## config.mk

```make
export PLATFORM = sky130hd
export DESIGN_NAME = scb_feature_ctrl
export DESIGN_NICKNAME = d
export VERILOG_FILES = /design/src/scb_pkg.sv /design/src/scb_feature_ctrl.sv /design/src/scb_mc_gate.sv /design/src/scb_xlate_sel.sv
export SDC_FILE = /design/constraint.sdc
export NUM_CORES = 1
export LEC_CHECK = 0
export BUFFER_PORTS_ARGS = -buffer_cell sky130_fd_sc_hd__buf_2
export CAP_MARGIN = 15
export CORE_MARGIN = 2
export CORE_UTILIZATION = 30
export DETAILED_ROUTE_END_ITERATION = 16
export PLACE_DENSITY = 0.71
export SYNTH_ARGS = -nofsm -noshare
export SYNTH_HDL_FRONTEND = slang
export SYNTH_HIERARCHICAL = 1
export SYNTH_SLANG_ARGS = --single-unit
```

## constraint.sdc

```tcl
create_clock -name clk_i -period 1.81 [get_ports clk_i]
set_input_delay 0.362 -clock clk_i [delete_from_list [all_inputs] [get_ports clk_i]]
set_output_delay 0.362 -clock clk_i [all_outputs]
set_load 0.05 [all_outputs]
```

## src/scb_pkg.sv

```systemverilog
// Package for the system feature control register block
package scb_pkg;
  localparam int unsigned CTRL_W = 64;
  localparam int unsigned PHYS_ADDR_W = 52;
  localparam int unsigned BIT_PHYS_EXT = 5;
  localparam int unsigned BIT_MC_EXC = 6;
  localparam int unsigned BIT_GLOBAL_PG = 7;
  localparam int unsigned BIT_CNT_READ = 8;
  localparam int unsigned BIT_FXSR = 9;
  localparam int unsigned BIT_XMMX = 10;
  localparam int unsigned BIT_SEGB = 16;
  localparam int unsigned BIT_XSV = 18;
  localparam int unsigned BIT_SUP_EXEC = 20;
  localparam logic [63:0] FEAT_WMASK = 64'h0000_0000_0015_07E0;
  localparam logic [63:0] FEAT_RESET = 64'h0000_0000_0000_0000;
  localparam logic [3:0] CRN_TASK_PRIO = 4'h8;
  localparam logic [3:0] CRN_FEAT = 4'h4;
  localparam logic [3:0] CRN_BASE_CTRL = 4'h0;
  localparam logic [3:0] CRN_FAULT_ADDR = 4'h2;
  localparam logic [3:0] CRN_PAGE_BASE = 4'h3;
  localparam logic [3:0] PRIO_RESET = 4'h0;
  localparam logic [1:0] PL_KERNEL = 2'h0;
  localparam int unsigned PAGE_SMALL_SHIFT = 12;
  localparam int unsigned PAGE_LARGE_SHIFT = 21;
  localparam int unsigned ENTRY_W_LEGACY = 32;
  localparam int unsigned ENTRY_W_EXT = 64;

  typedef enum logic [1:0] {SCB_IDLE, SCB_FLUSH} scb_state_t;

  typedef struct packed {
    logic valid;
    logic write;
    logic rex_ext;
    logic long64;
    logic [2:0] crn_low;
    logic [63:0] wdata;
  } scb_cr_req_t;

  typedef struct packed {
    logic perf_read;
    logic legacy_simd;
    logic simd_fp_unmasked;
    logic seg_base;
    logic ext_ctrl_get_set;
    logic ext_save;
    logic fetch_user_page;
    logic supervisor;
    logic [1:0] priv_level;
  } scb_instr_t;

  typedef struct packed {
    logic ext_entries;
    logic large_page;
    logic global_page;
    logic [6:0] entry_width;
  } scb_xlate_t;

  function automatic logic scb_crn_valid(input logic [3:0] crn);
    return (crn == CRN_BASE_CTRL) || (crn == CRN_FAULT_ADDR) || (crn == CRN_PAGE_BASE) || (crn == CRN_FEAT)
      || (crn == CRN_TASK_PRIO);
  endfunction : scb_crn_valid
endpackage : scb_pkg

```

## src/scb_feature_ctrl.sv

```systemverilog
// System feature control register and its instruction gating
// Functional notes
// - Extension bit selects 64-bit entries, 52-bit addresses
// - Extension bit permits 4K or 2M pages
// - Long mode needs extension bit set
// - Bit 6 gates uncorrectable machine-check exception
// - Enabled errors always logged
// - Banks hold report enable and status
// - Correctable errors logged, never raise exception
// - Bit 7 enables global page marking
// - Base write flushes non-global cache entries
// - Bit 8 opens counter read to all
// - Bit 9 clear: legacy SIMD invalid opcode
// - Bit 10 clear: SIMD fault becomes invalid
// - Bit 16 enables segment base instructions
// - Bit 18 enables extended state instructions
// - Bit 20 blocks supervisor user-page execution
// - Reserved control numbers raise invalid opcode
// - Prefix extension bit in 64-bit mode widens control register field
// - Unimplemented extended register raises invalid opcode
// - Register eight is task priority
// - Enable bits writable, reserved bits zero
`timescale 1ns/1ps
`default_nettype none
module scb_feature_ctrl
  import scb_pkg::*;
#(
  parameter int unsigned PRIO_W = 4
) (
  input wire logic clk_i,
  input wire logic reset_i,
  input wire scb_pkg::scb_cr_req_t cr_req_i,
  input wire logic base_write_i,
  input wire logic long_mode_req_i,
  input wire scb_pkg::scb_instr_t instr_i,
  input wire logic pde_page_size_i,
  input wire logic entry_global_i,
  input wire logic mc_err_i,
  input wire logic mc_err_uncorr_i,
  input wire logic mc_bank_en_i,
  output logic [63:0] cr_rdata_o,
  output logic cr_ack_o,
  output logic invalid_opcode_o,
  output logic simd_fp_exc_o,
  output logic supervisor_fault_o,
  output logic long_mode_o,
  output logic flush_nonglobal_o,
  output logic flush_all_o,
  output logic [PRIO_W-1:0] task_priority_o,
  output logic [63:0] feature_o,
  output scb_pkg::scb_xlate_t xlate_o,
  output logic mc_exc_o,
  output logic mc_logged_o,
  output logic mc_logged_uncorr_o
);
  import scb_pkg::*;

  // Tests one enable bit of the stored feature word
  function automatic logic feat_on(input logic [63:0] feat, input int unsigned idx);
    return feat[idx];
  endfunction : feat_on

  // Register group
  logic [63:0] feat_reg, feat_next;
  logic [PRIO_W-1:0] prio_reg, prio_next;
  logic [63:0] rdata_reg, rdata_next;
  logic ack_reg, ack_next;

  // Instruction outcome group
  logic inv_reg, inv_next;
  logic sfe_reg, sfe_next;
  logic supf_reg, supf_next;
  logic lm_reg, lm_next;

  // Translation-cache flush group
  scb_state_t state_reg, state_next;
  logic fng_reg, fng_next;
  logic fall_reg, fall_next;

  // Translation format group
  scb_xlate_t xl_w;
  scb_xlate_t xl_reg, xl_next;

  // Decoded enables and refusal causes
  logic phys_ext_on, mc_exc_on, global_on, cnt_read_on;
  logic simd_on, simd_handler_on, seg_base_on, ext_state_on, sup_exec_on;
  logic [3:0] crn;
  logic crn_ok;
  logic inv_cr, inv_ins;
  logic cnt_refused, simd_refused, fp_refused, seg_refused, ext_refused;

  // Instructions see the registered value, so a write affects only later ones
  always_comb begin
    phys_ext_on = feat_on(feat_reg, BIT_PHYS_EXT);
    mc_exc_on = feat_on(feat_reg, BIT_MC_EXC);
    global_on = feat_on(feat_reg, BIT_GLOBAL_PG);
    cnt_read_on = feat_on(feat_reg, BIT_CNT_READ);
    simd_on = feat_on(feat_reg, BIT_FXSR);
    simd_handler_on = feat_on(feat_reg, BIT_XMMX);
    seg_base_on = feat_on(feat_reg, BIT_SEGB);
    ext_state_on = feat_on(feat_reg, BIT_XSV);
    sup_exec_on = feat_on(feat_reg, BIT_SUP_EXEC);
  end

  scb_xlate_sel u_xl (
    .phys_ext_i(phys_ext_on),
    .global_en_i(global_on),
    .pde_page_size_i(pde_page_size_i),
    .entry_global_i(entry_global_i),
    .xl_o(xl_w)
  );

  scb_mc_gate u_mc (
    .clk_i(clk_i),
    .reset_i(reset_i),
    .mc_enable_i(mc_exc_on),
    .err_i(mc_err_i),
    .err_uncorr_i(mc_err_uncorr_i),
    .bank_report_en_i(mc_bank_en_i),
    .exc_o(mc_exc_o),
    .logged_o(mc_logged_o),
    .logged_uncorr_o(mc_logged_uncorr_o)
  );

  always_comb begin
    // Upper number bit exists only with the prefix in 64-bit mode
    crn = {cr_req_i.long64 & cr_req_i.rex_ext, cr_req_i.crn_low};
    crn_ok = scb_crn_valid(crn);
    inv_cr = cr_req_i.valid & ~crn_ok;
  end

  always_comb begin
    cnt_refused = instr_i.perf_read & ~cnt_read_on & (instr_i.priv_level != PL_KERNEL);
    simd_refused = instr_i.legacy_simd & ~simd_on;
    fp_refused = instr_i.simd_fp_unmasked & ~simd_handler_on;
    seg_refused = instr_i.seg_base & ~seg_base_on;
    ext_refused = (instr_i.ext_ctrl_get_set | instr_i.ext_save) & ~ext_state_on;
    inv_ins = cnt_refused | simd_refused | fp_refused | seg_refused | ext_refused;
  end

  always_comb begin
    feat_next = feat_reg;
    prio_next = prio_reg;
    rdata_next = rdata_reg;
    ack_next = 1'b0;
    if (cr_req_i.valid && crn_ok) begin
      ack_next = 1'b1;
      if (cr_req_i.write) begin
        case (crn)
          // Reserved bits forced low so they always read as zero
          CRN_FEAT: feat_next = cr_req_i.wdata & FEAT_WMASK;
          CRN_TASK_PRIO: prio_next = cr_req_i.wdata[PRIO_W-1:0];
          default: feat_next = feat_reg;
        endcase
      end else begin
        case (crn)
          CRN_FEAT: rdata_next = feat_reg;
          CRN_TASK_PRIO: rdata_next = 64'(prio_reg);
          default: rdata_next = 64'h0000_0000_0000_0000;
        endcase
      end
    end
  end

  always_ff @(posedge clk_i) begin
    if (reset_i) begin
      feat_reg <= FEAT_RESET;
      prio_reg <= PRIO_W'(PRIO_RESET);
      rdata_reg <= 64'h0000_0000_0000_0000;
      ack_reg <= 1'b0;
    end else begin
      feat_reg <= feat_next;
      prio_reg <= prio_next;
      rdata_reg <= rdata_next;
      ack_reg <= ack_next;
    end
  end

  always_comb begin
    inv_next = inv_cr | inv_ins;
    // Without handler support the fault becomes an invalid opcode instead
    sfe_next = instr_i.simd_fp_unmasked & simd_handler_on;
    supf_next = instr_i.supervisor & instr_i.fetch_user_page & sup_exec_on;
    // Long mode needs the wide entries, so it is refused without them
    lm_next = long_mode_req_i & phys_ext_on;
  end

  always_ff @(posedge clk_i) begin
    if (reset_i) begin
      inv_reg <= 1'b0;
      sfe_reg <= 1'b0;
      supf_reg <= 1'b0;
      lm_reg <= 1'b0;
    end else begin
      inv_reg <= inv_next;
      sfe_reg <= sfe_next;
      supf_reg <= supf_next;
      lm_reg <= lm_next;
    end
  end

  always_comb begin
    state_next = state_reg;
    fng_next = 1'b0;
    fall_next = 1'b0;
    case (state_reg)
      SCB_IDLE: begin
        if (base_write_i) begin
          state_next = SCB_FLUSH;
        end
      end
      SCB_FLUSH: begin
        // Global entries survive only while global pages are enabled
        fng_next = global_on;
        fall_next = ~global_on;
        state_next = base_write_i ? SCB_FLUSH : SCB_IDLE;
      end
      default: state_next = SCB_IDLE;
    endcase
  end

  always_ff @(posedge clk_i) begin
    if (reset_i) begin
      state_reg <= SCB_IDLE;
      fng_reg <= 1'b0;
      fall_reg <= 1'b0;
    end else begin
      state_reg <= state_next;
      fng_reg <= fng_next;
      fall_reg <= fall_next;
    end
  end

  // Registered so that the output comes straight from flip-flops
  always_comb begin
    xl_next = xl_w;
  end

  always_ff @(posedge clk_i) begin
    if (reset_i) begin
      xl_reg <= '0;
    end else begin
      xl_reg <= xl_next;
    end
  end

  assign cr_rdata_o = rdata_reg;
  assign cr_ack_o = ack_reg;
  assign invalid_opcode_o = inv_reg;
  assign simd_fp_exc_o = sfe_reg;
  assign supervisor_fault_o = supf_reg;
  assign long_mode_o = lm_reg;
  assign flush_nonglobal_o = fng_reg;
  assign flush_all_o = fall_reg;
  assign task_priority_o = prio_reg;
  assign feature_o = feat_reg;
  assign xlate_o = xl_reg;
endmodule : scb_feature_ctrl
`default_nettype wire

```

## src/scb_mc_gate.sv

```systemverilog
// Machine-check exception gating and logging
`timescale 1ns/1ps
`default_nettype none
module scb_mc_gate (
  input wire logic clk_i,
  input wire logic reset_i,
  input wire logic mc_enable_i,
  input wire logic err_i,
  input wire logic err_uncorr_i,
  input wire logic bank_report_en_i,
  output logic exc_o,
  output logic logged_o,
  output logic logged_uncorr_o
);
  logic logged_reg, logged_next, unc_reg, unc_next, exc_reg, exc_next;
  always_comb begin
    logged_next = logged_reg;
    unc_next = unc_reg;
    exc_next = 1'b0;
    if (err_i && bank_report_en_i) begin
      logged_next = 1'b1;
      unc_next = unc_reg | err_uncorr_i;
    end
    if (err_i && err_uncorr_i && mc_enable_i) begin
      exc_next = 1'b1;
    end
  end
  always_ff @(posedge clk_i) begin
    if (reset_i) begin
      logged_reg <= 1'b0;
      unc_reg <= 1'b0;
      exc_reg <= 1'b0;
    end else begin
      logged_reg <= logged_next;
      unc_reg <= unc_next;
      exc_reg <= exc_next;
    end
  end
  assign exc_o = exc_reg;
  assign logged_o = logged_reg;
  assign logged_uncorr_o = unc_reg;
endmodule : scb_mc_gate
`default_nettype wire

```

## src/scb_xlate_sel.sv

```systemverilog
// Translation format selection from feature bits
`timescale 1ns/1ps
`default_nettype none
module scb_xlate_sel
  import scb_pkg::*;
(
  input wire logic phys_ext_i,
  input wire logic global_en_i,
  input wire logic pde_page_size_i,
  input wire logic entry_global_i,
  output scb_pkg::scb_xlate_t xl_o
);
  import scb_pkg::*;
  always_comb begin
    xl_o.ext_entries = phys_ext_i;
    xl_o.entry_width = phys_ext_i ? 7'(ENTRY_W_EXT) : 7'(ENTRY_W_LEGACY);
    xl_o.large_page = phys_ext_i & pde_page_size_i;
    xl_o.global_page = global_en_i & entry_global_i;
  end
endmodule : scb_xlate_sel
`default_nettype wire

```

==> Implementation_results.wiki <==
{| class="wikitable"
! Metric !! Value
|-
| Gate Count Post-Synth || 290
|-
| Internal Pwr Total || 1.54 mW
|-
| Yosys warning total || 6
|-
| Clk sink count || 47
|-
| Count of buffer and inverter cells on the critical path || 1
|-
| Drc violations || 0
|-
| Worst Clk Skew || 0.00368 ns
|-
| Number of antenna repair diodes || 0
|-
| DR iter-0 viols || 41
|-
| Area of the die || 9430 um2
|-
| Via density || 3.74
|-
| Routed vias || 1,781
|-
| Placed cell count || 468
|-
| Number of maximum-capacitance constraint violations || 0
|-
| Clk slew on worst S/H paths || 0.10 ns
|-
| Hold/Removal Path Class || primary input to flop
|-
| Power Total || 2.54 mW
|-
| Most common cell after layout, fill and taps aside || conb_1
|-
| Register area || 941 um2
|-
| Count of endpoints failing hold in the final timing report || 0
|-
| Final total negative setup slack || 0 ns
|-
| Total global routing overflow || 0
|-
| Combinational share of power || 26.9%
|-
| Clk network pwr share || 31.5%
|-
| Number of instances resized during post-cts repair || 0
|-
| Site row count || 33
|-
| Crit path arrival time || 1.09 ns
|-
| Fin nets || 460
|-
| Setup slack after placement || 0.243 ns
|-
| Area share of the leading cell type in the synthesized netlist || 36.2%
|-
| Number of iterations in the first detailed-routing pass || 6
|-
| Core box area || 8300 um2
|-
| Pins Over Slew Limit || 0
|-
| All-layer global routing usage || 9.63%
|-
| Placement Cell Area || 2690 um2
|-
| Peak supply drop || 0.000246 V
|-
| Global placer's final weighted congestion || 0.732
|-
| Total area of multi-input combinational cells || 1140 um2
|-
| Clock tree from TritonCTS || done
|-
| Maximum clock insertion buffer count || 2
|-
| Clock latency reported for the late side of the worst-skew pair || 0.29 ns
|-
| Number of post-CTS setup repair buffers || 0
|-
| H-tree level count || 2
|-
| Register bit count reported by yosys || 47
|-
| Normalized max-slew margin || 52.0%
|-
| Routed wirelength normalized by instance count || 10.4 um
|-
| Fraction of power spent switching nets || 39.3%
|-
| Max Fanout on Critical Path || 8
|-
| Result of the run || complete, no violations
|-
| Number of CTS-inserted buffers || 5
|-
| Width of the die || 97.1 um
|-
| Via count of the first global-routing pass || 1,599
|-
| Post-Route Utilization || 33.8%
|-
| Filler cell count in the final layout || 875
|-
| Delay of the slowest cell on the worst path || 0.47 ns
|-
| Total net switching power || 1.00 mW
|-
| Nature of the critical path endpoint || primary output
|-
| # port buffers || 84
|-
| Hold Buf Count CTS || 0
|-
| Top cell family by delay on the critical path || flip-flops
|-
| Flip-flop count of the largest register, all copies and words added || 13
|-
| Critical path class || flop to primary output
|-
| Mapped cell area || 2600 um2
|-
| Final critical-path required period || 1.45 ns
|-
| Setup repair after global routing missed its margin || no
|-
| Initial core utilization || 31.3%
|-
| Design area || 2800 um2
|-
| Leakage power of the design || 1.54 nW
|-
| Maximum clock frequency || 0.689 GHz
|-
| Mean Syn Cell Area || 8.97 um2
|-
| Maximum number of pins on one net before global-route repair || 35
|-
| Final worst-path cycle share || 80.2%
|-
| Master of the slowest instance on the critical path || dfxtp_1
|-
| Highest-count cells in the layout ignoring fill and taps || 111 x conb_1, 84 x buf_2, 47 x dfxtp_1, 20 x nor2_1, 18 x mux2i_1
|-
| Cell accounting for the most synthesized area || dfxtp_1
|-
| Critical Path Start Type || flop
|-
| Top post-synthesis cells by area || dfxtp_1 36%, buf_4 33%, mux2i_1 6.9%
|-
| Final HPWL DP || 3.85 mm
|-
| Final Worst Setup Slack || 0.358 ns
|-
| Fraction of final layout cells with drive strength greater than 1 || 26.1%
|-
| Power share of the sequential group || 41.6%
|-
| Routed WL || 4.96 mm
|-
| Final cell count without fillers || 476
|-
| Share of the yosys chip area belonging to registers || 36.2%
|-
| Critical-path cell list || buf_2
|-
| Num ports || 242
|-
| Wire length of the first global-routing pass || 7.47 mm
|-
| Critical Path RT || 1.45 ns
|-
| Die height || 97.1 um
|-
| Area growth from synthesis to layout || 7.84%
|-
| Distinct cell type count of the synthesized netlist || 29
|-
| Min Hold Slack || 0.279 ns
|-
| Antenna Nets Post-Route || 0
|-
| # setup viols final || 0
|-
| Cell area power density || 907 nW/um2
|-
| Number of antenna violations at the first check in global routing || 1
|-
| Root buffer selected by CTS || clkbuf_8
|-
| Worst slew pin tran || 0.714 ns
|}
-- worst paths after layout --
path	start	end	slack [ns]	depth (start not counted)
setup / recovery	feature_o[5]$_SDFFE_PP0P_	feature_o[5]	0.36	1
hold / removal	long_mode_req_i	long_mode_o$_SDFF_PP0_	0.28	3
setup reg to reg	feature_o[10]$_SDFFE_PP0P_	invalid_opcode_o$_SDFF_PP0_	0.82	3
hold reg to reg	cr_rdata_o[8]$_SDFFE_PP0P_	cr_rdata_o[8]$_SDFFE_PP0P_	0.47	2
-- power groups by stage --
stage                     Combinational [mW]  Sequential (mW)  Clock (mW)
after detailed placement               0.678             1.08           0
after global routing                   0.709             1.06       0.876
after CTS                              0.679             1.06       0.839
final                                  0.683             1.06       0.801
after floorplan                        0.731             1.14           0
after global placement                 0.675             1.08           0
-- routing by layer --
| layer | vias up | global-route usage (%) | wire length (um) |
|---|---|---|---|
| li1 | 866 | - | - |
| met1 | 805 | 10.7 | 1940 |
| met2 | 104 | 17.5 | 2490 |
| met3 | 4 | 2.45 | 470 |
| met4 | 2 | 3.79 | 41 |
| met5 | - | 0 | 7 |
-- kinds of logic after synthesis --
kind of cell,after synthesis,share of synthesized area (%)
compound gates,14,3.13
flops,47,36.2
other cells,2,0.289
mux,18,6.93
simple gates,80,17.9
buf+inv,129,35.6
-- area by class of cell --
| class | count | area share [%] |
|---|---|---|
| Multi-Input combinational cell | 223 | 40.8 |
| Sequential cell | 47 | 33.6 |
| Timing Repair Buffer | 89 | 16.3 |
| Tap cell | 105 | 4.69 |
| Clock buffer | 5 | 2.45 |
| Clock inverter | 3 | 1.65 |
| Inverter | 4 | 0.535 |
-- Yosys cell counts, drive strengths merged --
library cell,n
a31oi,1
clkbuf,7
nand2,3
nor2,20
and2,4
a21oi,1
nand4,10
nand2b,14
nor4,1
nand3b,4
o22ai,2
o32ai,1
nor3,1
nand3,1
conb,2
inv,4
and4b,3
nor3b,1
and3b,1
nand4bb,1
dfxtp,47
o21ai,8
nor2b,16
mux2i,18
buf,118
a22o,1
Note: power is estimated with default switching activity, not from simulation.
